[src/design/wget_pkg.sv]
// Functional notes
// - timer mode counts internal clock, matches compare, raises irq, clears, continues.
// - fast clock in slow mode compares only upper 7 of 18 compare bits.
// - event mode counts event pin falling edges only; software sets external clock, edge bit 0.
// - event mode match raises irq, clears counter, resumes on later event edges.
// - pulse-width mode counts falling edges of event-window AND internal clock.
// - pulse-width irq on window falling edge, or both edges when selected.
// - software reads count while stopped then clears; otherwise counting resumes from held value.
// - wrap from all ones sets overflow flag, held until clear bit.
// - pulse-width stop write while event high raises irq; software clears latch.
// - pulse-width both-edge start while event high raises irq.
// - gate state flag is invalid and held low in pulse-width mode.
// - window falling while internal clock high adds one final count.
// - frequency mode counts event edges while gate high; select 00 picks gate pin.
// - frequency mode irq on gate falling edge, or both edges when selected.
// - gate state flag is 1 during counting high period, 0 when stopped.
// - channel-six route bit 0 drives shared pin, 1 blocks it.
// - gate periods are (16 minus setting) times selected prescaler unit.
// - internal gate alternates high counting and low stopped periods.
// - first gate period after start may lag one prescaler unit.
// - low setting written during low period applies from next low period.
// - gate falling adds one count always with edge bit 1, else only if event high.
// - status bit 7 counting state, bit 6 overflow, other bits zero.
package wget_pkg;
  localparam int          CNT_W       = 18;
  localparam int          CMP_LO_BITS = 11;
  localparam int          DIV_W       = 24;
  localparam int          FS_LOG      = 9;
  localparam int          GATE_BASE   = 11;
  localparam logic [4:0]  GATE_SPAN   = 5'h10;
  localparam int          ST_CNT_BIT  = 7;
  localparam int          ST_OVF_BIT  = 6;
  localparam logic [7:0]  STATUS_RST  = 8'h00;
  localparam logic [1:0]  START_STOP  = 2'h0;
  localparam logic [1:0]  START_RUN   = 2'h2;
  localparam logic [1:0]  GSRC_PIN    = 2'h0;
  localparam logic [1:0]  GSRC_INT    = 2'h1;
  localparam logic [1:0]  GSRC_CH6    = 2'h2;
  localparam logic [2:0]  CK_FC_SLOWEST = 3'h0;
  localparam logic [2:0]  CK_FC_13    = 3'h1;
  localparam logic [2:0]  CK_FC_11    = 3'h2;
  localparam logic [2:0]  CK_FC_7     = 3'h3;
  localparam logic [2:0]  CK_FC_3     = 3'h4;
  localparam logic [2:0]  CK_FC       = 3'h5;
  localparam logic [2:0]  CK_FS       = 3'h6;
  localparam logic [2:0]  CK_EXT      = 3'h7;
  typedef enum logic [3:0]
  {
    WGET_TIMER = 4'b0001,
    WGET_EVENT = 4'b0010,
    WGET_PWIDTH = 4'b0100,
    WGET_FREQ  = 4'b1000
  } wget_mode_e;
  typedef enum logic [2:0]
  {
    WGET_G_IDLE = 3'b001,
    WGET_G_HIGH = 3'b010,
    WGET_G_LOW  = 3'b100
  } wget_gate_e;
endpackage : wget_pkg

[src/design/wget_timer.sv]
`timescale 1ns/1ps
module wget_timer #(
  parameter int CNT_W  = wget_pkg::CNT_W,
  parameter int FS_LOG = wget_pkg::FS_LOG
)
(
  // clock and reset
  input  wire logic               CORE_CLK_IN,
  input  wire logic               RESETN_IN,
  // control bits
  input  wire logic [3:0]         MODE_IN,
  input  wire logic [1:0]         START_CONTROL_IN,
  input  wire logic [2:0]         SOURCE_CLOCK_SELECT_IN,
  input  wire logic               DIVIDER_CLOCK_SELECT_IN,
  input  wire logic               SLOW_MODE_IN,
  input  wire logic               EDGE_MODE_SELECT_IN,
  input  wire logic               IRQ_EDGE_SELECT_IN,
  input  wire logic [1:0]         GATE_SOURCE_SELECT_IN,
  input  wire logic               COUNTER_CLEAR_BIT_IN,
  input  wire logic               CH6_OUTPUT_ROUTE_IN,
  input  wire logic [1:0]         GATE_PRESCALER_SELECT_IN,
  input  wire logic [3:0]         GATE_HIGH_TIME_IN,
  input  wire logic [3:0]         GATE_LOW_TIME_IN,
  input  wire logic [CNT_W-1:0]   COMPARE_CAPTURE_REG_IN,
  // channel-six waveform from on-chip timer
  input  wire logic               CH6_WAVE_IN,
  // pins
  input  wire logic               EVENT_INPUT_PIN_IN,
  input  wire logic               GATE_INPUT_PIN_IN,
  // results
  output logic                    TIMER_IRQ_OUT,
  output logic [CNT_W-1:0]        COUNT_OUT,
  output logic [7:0]              STATUS_REG_OUT,
  output logic                    SHARED_PORT_PIN_OUT,
  output logic                    SHARED_PORT_PIN_OE_N_OUT
);

  initial
  begin
    if (CNT_W <= wget_pkg::CMP_LO_BITS || FS_LOG < 1 || FS_LOG + 15 > wget_pkg::DIV_W)
      $error("wget_timer: unsupported parameter values");
  end

  logic [wget_pkg::DIV_W-1:0] div;
  logic [2:0]        ev_sy;
  logic [2:0]        gp_sy;
  logic [1:0]        start_q;
  logic              src_q;
  logic              and_q;
  logic              gate_q;
  logic              unit_q;
  logic [CNT_W-1:0]  cnt;
  logic              ovf;
  wget_pkg::wget_gate_e gst;
  logic [4:0]        gcnt;
  logic              running;
  logic              src_lvl;
  logic              src_fall;
  logic              ev_now;
  logic              ev_fall;
  logic              ev_edge;
  logic              gate_lvl;
  logic              gate_rise;
  logic              gate_fall;
  logic              and_now;
  logic              unit_lvl;
  logic              unit_tick;
  logic              cmp_hit;
  logic              inc;
  logic              match_clr;
  logic              irq_evt;
  logic [CNT_W-1:0]  next_cnt;
  logic              is_tm;
  logic              is_ev;
  logic              is_pw;
  logic              is_fq;
  logic              slow_src;

  // free-running internal divider feeding all prescaled clocks
  always_ff @(posedge CORE_CLK_IN or negedge RESETN_IN)
  begin
    if (!RESETN_IN)
      div <= '0;
    else
      div <= div + 1'b1;
  end

  // two-flop synchronisers plus a history stage for edge detection
  always_ff @(posedge CORE_CLK_IN or negedge RESETN_IN)
  begin
    if (!RESETN_IN)
    begin
      ev_sy <= 3'h0;
      gp_sy <= 3'h0;
    end
    else
    begin
      ev_sy <= {ev_sy[1:0], EVENT_INPUT_PIN_IN};
      gp_sy <= {gp_sy[1:0], GATE_INPUT_PIN_IN};
    end
  end

  assign is_tm    = MODE_IN == wget_pkg::WGET_TIMER;
  assign is_ev    = MODE_IN == wget_pkg::WGET_EVENT;
  assign is_pw    = MODE_IN == wget_pkg::WGET_PWIDTH;
  assign is_fq    = MODE_IN == wget_pkg::WGET_FREQ;
  assign running  = START_CONTROL_IN == wget_pkg::START_RUN;
  assign slow_src = SLOW_MODE_IN || DIVIDER_CLOCK_SELECT_IN;
  assign ev_now   = ev_sy[1];
  assign ev_fall  = ev_sy[2] && !ev_sy[1];
  assign ev_edge  = ev_sy[2] != ev_sy[1];

  // selected internal source clock as a level
  always_comb
  begin
    case (SOURCE_CLOCK_SELECT_IN)
      wget_pkg::CK_FC_SLOWEST: src_lvl = slow_src ? div[FS_LOG+14] : div[22];
      wget_pkg::CK_FC_13:      src_lvl = slow_src ? div[FS_LOG+4] : div[12];
      wget_pkg::CK_FC_11:      src_lvl = slow_src ? div[FS_LOG+2] : div[10];
      wget_pkg::CK_FC_7:       src_lvl = div[6];
      wget_pkg::CK_FC_3:       src_lvl = div[2];
      wget_pkg::CK_FS:         src_lvl = div[FS_LOG-1];
      default:                 src_lvl = 1'b1;
    endcase
  end

  // full-rate clock ticks every cycle, others on their falling level
  assign src_fall = (SOURCE_CLOCK_SELECT_IN == wget_pkg::CK_FC) ? 1'b1 : (src_q && !src_lvl);

  // gate prescaler unit: 2^12..2^14 fast clocks or 2^4..2^6 slow clocks
  always_comb
  begin
    case (GATE_PRESCALER_SELECT_IN)
      2'h1:    unit_lvl = slow_src ? div[FS_LOG+4] : div[wget_pkg::GATE_BASE+1];
      2'h2:    unit_lvl = slow_src ? div[FS_LOG+5] : div[wget_pkg::GATE_BASE+2];
      default: unit_lvl = slow_src ? div[FS_LOG+3] : div[wget_pkg::GATE_BASE];
    endcase
  end
  assign unit_tick = unit_q && !unit_lvl;

  // history of start control, source level, window AND, gate and unit
  always_ff @(posedge CORE_CLK_IN or negedge RESETN_IN)
  begin
    if (!RESETN_IN)
    begin
      start_q <= wget_pkg::START_STOP;
      src_q   <= 1'b0;
      and_q   <= 1'b0;
      gate_q  <= 1'b0;
      unit_q  <= 1'b0;
    end
    else
    begin
      start_q <= START_CONTROL_IN;
      src_q   <= src_lvl;
      and_q   <= and_now;
      gate_q  <= gate_lvl;
      unit_q  <= unit_lvl;
    end
  end

  // internal window gate: high then low, each (16 - setting) units
  always_ff @(posedge CORE_CLK_IN or negedge RESETN_IN)
  begin
    if (!RESETN_IN)
    begin
      gst  <= wget_pkg::WGET_G_IDLE;
      gcnt <= '0;
    end
    else if (!running || !is_fq)
    begin
      gst  <= wget_pkg::WGET_G_IDLE;
      gcnt <= '0;
    end
    else if (unit_tick)
    begin
      case (gst)
        wget_pkg::WGET_G_IDLE:
        begin
          gst  <= wget_pkg::WGET_G_HIGH;
          gcnt <= wget_pkg::GATE_SPAN - {1'b0, GATE_HIGH_TIME_IN} - 5'h1;
        end
        wget_pkg::WGET_G_HIGH:
        begin
          if (gcnt == '0)
          begin
            gst  <= wget_pkg::WGET_G_LOW;
            gcnt <= wget_pkg::GATE_SPAN - {1'b0, GATE_LOW_TIME_IN} - 5'h1;
          end
          else
            gcnt <= gcnt - 5'h1;
        end
        wget_pkg::WGET_G_LOW:
        begin
          if (gcnt == '0)
          begin
            gst  <= wget_pkg::WGET_G_HIGH;
            gcnt <= wget_pkg::GATE_SPAN - {1'b0, GATE_HIGH_TIME_IN} - 5'h1;
          end
          else
            gcnt <= gcnt - 5'h1;
        end
        default:
        begin
          gst  <= wget_pkg::WGET_G_IDLE;
          gcnt <= '0;
        end
      endcase
    end
  end

  // window gate source for frequency mode
  always_comb
  begin
    case (GATE_SOURCE_SELECT_IN)
      wget_pkg::GSRC_PIN: gate_lvl = gp_sy[1];
      wget_pkg::GSRC_INT: gate_lvl = gst == wget_pkg::WGET_G_HIGH;
      wget_pkg::GSRC_CH6: gate_lvl = CH6_WAVE_IN;
      default:            gate_lvl = 1'b0;
    endcase
  end
  assign gate_rise = running && !gate_q && gate_lvl;
  assign gate_fall = running && gate_q && !gate_lvl;

  // event pin acts as window in pulse-width mode
  assign and_now = ev_now && src_lvl;

  // compare, upper bits only for full-rate clock in slow mode
  always_comb
  begin
    if (SLOW_MODE_IN && SOURCE_CLOCK_SELECT_IN == wget_pkg::CK_FC)
      cmp_hit = cnt[CNT_W-1:wget_pkg::CMP_LO_BITS] ==
                COMPARE_CAPTURE_REG_IN[CNT_W-1:wget_pkg::CMP_LO_BITS];
    else
      cmp_hit = cnt == COMPARE_CAPTURE_REG_IN;
  end

  // count enable per mode
  always_comb
  begin
    inc = 1'b0;
    if (running)
    begin
      if (is_tm)
        inc = src_fall;
      else if (is_ev)
        inc = ev_fall;
      else if (is_pw)
        inc = (SOURCE_CLOCK_SELECT_IN == wget_pkg::CK_FC) ? ev_sy[2] : (and_q && !and_now);
      else if (is_fq)
        inc = (gate_lvl && (EDGE_MODE_SELECT_IN ? ev_edge : ev_fall))
           || (gate_fall && (EDGE_MODE_SELECT_IN || ev_now));
    end
  end

  assign match_clr = running && (is_tm || is_ev) && cmp_hit;

  // interrupt events
  always_comb
  begin
    irq_evt = match_clr;
    if (is_pw)
    begin
      if (running && start_q == wget_pkg::START_RUN && ev_sy[2] != ev_now)
        irq_evt = !ev_now || IRQ_EDGE_SELECT_IN;
      if (start_q == wget_pkg::START_RUN && !running && ev_now)
        irq_evt = 1'b1;
      if (start_q != wget_pkg::START_RUN && running && ev_now && IRQ_EDGE_SELECT_IN)
        irq_evt = 1'b1;
    end
    else if (is_fq)
      irq_evt = gate_fall || (gate_rise && IRQ_EDGE_SELECT_IN);
  end

  // next counter value: clear bit, match clear, or increment
  always_comb
  begin
    next_cnt = cnt;
    if (COUNTER_CLEAR_BIT_IN)
      next_cnt = '0;
    else if (match_clr)
      next_cnt = '0;
    else if (inc)
      next_cnt = cnt + 1'b1;
  end

  // 18-bit up-counter holds value while stopped
  always_ff @(posedge CORE_CLK_IN or negedge RESETN_IN)
  begin
    if (!RESETN_IN)
      cnt <= '0;
    else
      cnt <= next_cnt;
  end

  // overflow flag: a same-cycle clear bit or match clear wins over the wrap
  always_ff @(posedge CORE_CLK_IN or negedge RESETN_IN)
  begin
    if (!RESETN_IN)
      ovf <= 1'b0;
    else if (inc && !match_clr && !COUNTER_CLEAR_BIT_IN && &cnt)
      ovf <= 1'b1;
    else if (COUNTER_CLEAR_BIT_IN)
      ovf <= 1'b0;
  end

  // registered outputs
  always_ff @(posedge CORE_CLK_IN or negedge RESETN_IN)
  begin
    if (!RESETN_IN)
    begin
      TIMER_IRQ_OUT            <= 1'b0;
      COUNT_OUT                <= '0;
      STATUS_REG_OUT           <= wget_pkg::STATUS_RST;
      SHARED_PORT_PIN_OUT      <= 1'b0;
      SHARED_PORT_PIN_OE_N_OUT <= 1'b1;
    end
    else
    begin
      TIMER_IRQ_OUT  <= irq_evt;
      COUNT_OUT      <= next_cnt;
      STATUS_REG_OUT <= wget_pkg::STATUS_RST;
      STATUS_REG_OUT[wget_pkg::ST_CNT_BIT] <= running && is_fq && gate_lvl;
      STATUS_REG_OUT[wget_pkg::ST_OVF_BIT] <= ovf;
      SHARED_PORT_PIN_OUT      <= CH6_WAVE_IN;
      SHARED_PORT_PIN_OE_N_OUT <= CH6_OUTPUT_ROUTE_IN;
    end
  end
endmodule : wget_timer

[config.mk]
export PLATFORM = sky130hd
export DESIGN_NAME = wget_timer
export DESIGN_NICKNAME = d
export VERILOG_FILES = /design/src/design/wget_pkg.sv /design/src/design/wget_timer.sv
export SDC_FILE = /design/constraint.sdc
export NUM_CORES = 1
export LEC_CHECK = 0
export ABC_AREA = 1
export BUFFER_PORTS_ARGS = -buffer_cell sky130_fd_sc_hd__buf_2
export CORE_AREA = 2 2 90 92
export DETAILED_ROUTE_END_ITERATION = 7
export DIE_AREA = 0 0 92 94
export PLACE_DENSITY_LB_ADDON = 0.25
export SYNTH_ARGS = -nofsm -noshare
export SYNTH_HDL_FRONTEND = slang
export SYNTH_SLANG_ARGS = --single-unit
[constraint.sdc]
create_clock -name CORE_CLK_IN -period 2.39 [get_ports CORE_CLK_IN]
set_clock_uncertainty 0.2 [all_clocks]
set_input_delay 0.239 -clock CORE_CLK_IN [delete_from_list [all_inputs] [get_ports CORE_CLK_IN]]
set_output_delay 0.239 -clock CORE_CLK_IN [all_outputs]
set_load 0.005 [all_outputs]
==> results by group <==
Synthesis
  – Sequential area share after synthesis: 40.53%
  – Post-synth top area share: 39.26%
  – Average cell area after synthesis: 8.171 µm²
  – Synth area leaders: dfrtp_1, nand2_1, xor2_1, inv_1, nand3_1
  – Post-synthesis register bit count: 67
  – Cells after Synth: 507
  – Area leader, netlist: dfrtp_1
  – Yosys cell types: 43
  – Yosys warns: 0
  – Synthesized area: 4143 µm²

Floorplan
  – Die X: 92 µm
  – # rows: 32
  – Num ports: 79
  – Initial core utilization: 54.46%
  – Total Die Area: 8648 µm²
  – Die height: 94 µm
  – Core Region: 7607 µm²

Critical path
  – Flop2flop setup slack: 0.31 ns
  – Crit path max fanout: 37
  – Worst path required time: 2.43 ns
  – CP Data Arrival Time: 2.21 ns
  – CP Class: input port to flip-flop
  – Worst Setup End Kind: flip-flop
  – Startpoint types: input port

Global routing
  – Initial antenna violation count: 0
  – Global-route wire length before repair: 15220 µm
  – Pin count of the biggest net entering global routing: 38
  – Vias in the first global route: 3435
  – Total track usage: 22.09%
  – Total grt overflow: 0

Place
  – Inst Count DP: 677
  – RePlAce Congestion: 0.8284
  – PortBufs: 72
  – Post-DP HPWL: 6686 µm

Timing
  – RSZ-0062 raised after global routing: no
  – Hold WS: 0.04659 ns
  – Rel. slew slack: 54.79%
  – Fin. Hold Viols: 0
  – Max-slew violation count: 0
  – Setup TNS: 0 ns
  – Min Tclk post-route: 2.173 ns
  – Slew of the pin with the lowest slew margin: 0.6782 ns
  – Fmax: 0.4602 GHz
  – Count of final setup violators: 0
  – Period utilization: 90.93%

Detailed routing
  – Antenna-violating nets left: 0
  – Final WL: 8790 µm
  – Initial DRC Count: 188
  – Vias per cell: 5.010
  – Avg WL per Cell: 12.54 µm
  – DR vias: 3512
  – DRT Pass-1 Iters: 4
  – # DRC: 0

CTS
  – Max Root-Sink Buffers: 2
  – CTS tree: yes
  – Num CTS Buffers: 9
  – H-Tree Depth: 3
  – Root Buffer: clkbuf_8
  – Clk_lat worst skew: 0.35 ns
  – Clock-pin slew on the worst setup and hold paths: 0.07 ns
  – CTS Sinks: 67

Final layout
  – Final core occ: 64.28%
  – Filler Cell Count: 668
  – N_diodes: 0
  – Share of layout cells above drive strength 1: 22.37%
  – Post-Layout Cell Count: 701
  – Final nets: 650
  – Area Overhead vs Synth: 18.03%

Power and ir drop
  – Power Dens Cells: 495.8 nW/µm²
  – Total power: 2.424 mW
  – VDD IR max: 0.3394 mV
  – P_leak: 2.610 nW

Job
  – MaxCap Viol Count: 0

Run status
  – Status: completed

Hold path
  – Worst hold path type: input port to flip-flop
## synthesized netlist by cell type, drive strengths merged
library cell,number
a21oi,12
inv,78
a41oi,1
or2,2
dfrtp,65
nand3,47
o21ai,16
o221ai,1
dfstp,2
a22oi,1
ha,6
conb,1
xnor2,17
o22ai,5
xor2,35
a31o,1
buf,14
nand2,111
o211ai,1
a21boi,1
nor4,3
nor2,48
nand4,24
nand3b,1
o21bai,1
nor3,13
## final timing paths
| check | to | startpoint | depth (start not counted) |
|---|---|---|---|
| worst max-delay path | COUNT_OUT[7]$_DFFE_PN0P_ | START_CONTROL_IN[0] | 11 |
| worst min-delay path | gate_q$_DFF_PN0_ | GATE_SOURCE_SELECT_IN[1] | 4 |
| worst max register to register | div[20]$_DFF_PN0_ | div[0]$_DFF_PN0_ | 11 |
| worst min register to register | gp_sy[1]$_DFF_PN0_ | gp_sy[0]$_DFF_PN0_ | 0 |
| max in group asynchronous | SHARED_PORT_PIN_OE_N_OUT$_DFF_PN1_ | RESETN_IN | 3 |
| min in group asynchronous | div[2]$_DFF_PN0_ | RESETN_IN | 2 |
## layer usage
metal	vias up	routed length [µm]	global-route usage, %
met3	12	345	3.130
met1	1621	4087	29.03
met5	-	0	0
li1	1792	-	-
met2	87	4218	37.07
met4	0	138	8.831
## layout make-up
cell class              instances  area, µm²  share of cell area, %
clock inverters                 7      100.1                  2.047
repair buffers                 85      490.5                  10.03
well taps                     102      127.6                  2.610
flip-flops and latches         67       1679                  34.34
clock buffers                   9      123.9                  2.533
inverters                      78      292.8                  5.988
multi-input cells             353       2076                  42.45
## critical path, cell delays in order
cell,delay (ns)
dlygate4sd3_1,0.54
buf_2,0.13
inv_1,0.04
nand2_1,0.16
a21oi_1,0.20
nand3_1,0.10
nor2_1,0.24
a21oi_4,0.08
buf_4,0.25
nand4_1,0.16
nand2_1,0.06
## cells in the final DEF (no fill, tap or decap), drive strengths merged
cell	Yosys	layout
ha	6	6
nand3	47	47
o21ai	16	16
nand4	24	24
o221ai	1	1
nand3b	1	1
a31o	1	1
xor2	35	35
dfstp	2	2
buf	14	77
a21oi	12	12
a41oi	1	1
clkbuf	0	9
inv	78	80
or2	2	2
o21bai	1	1
nor4	3	3
nor2	48	48
a21boi	1	1
nand2	111	111
dfrtp	65	65
bufinv	0	2
dlygate4sd3	0	8
a22oi	1	1
nor3	13	13
xnor2	17	17
o22ai	5	5
clkinvlp	0	3
o211ai	1	1
conb	1	6
## where the power goes
group	total [mW]	switching (mW)	internal (mW)	leakage [nW]
clock	1.06	0.464	0.594	0.102
combinational	0.214	0.131	0.0836	1.62
sequential	1.15	0.00550	1.15	0.892
## per-stage QoR
| stage | cell area (µm²) | setup WS (ns) |
|---|---|---|
| 6_report | 4890 | 0.2169 |
| 5_1_grt | 4890 | 0.09151 |
| 2_1_floorplan | 4161 | 0.5087 |
| 3_5_place_dp | 4576 | 0.2226 |
| 4_1_cts | 4880 | 0.1298 |
| 3_3_place_gp | 4576 | 0.3097 |
## registers in the layout (all words and copies together), names as in the netlist, 2 cells and up
signal / flops
gp_sy: 2
COUNT_OUT: 18
gcnt: 5
STATUS_REG_OUT: 2
ev_sy: 3
div: 24
start_q: 2
gst: 3
## logic make-up (layout without fill, tap and decap cells)
logic type / after synthesis / count (layout) / synth area share [%]
fa+ha+maj: 6 / 6 / 1.812
simple gates: 249 / 249 / 30.56
flops: 67 / 67 / 40.53
other cells: 1 / 6 / 0.09052
buf+inv: 92 / 179 / 10.06
compound gates: 40 / 40 / 5.950
xor+xnor: 52 / 52 / 10.99
## timing repair
| item | CTS | global route |
|---|---|---|
| buffers inserted | 0 | 0 |
| setup endpoints to repair | 0 | 18 |
| resized for setup | 0 | 2 |
| hold buffers | 8 | 0 |
| endpoints found under the hold margin | 33 | 0 |
Note: power is estimated with default switching activity, not from simulation.
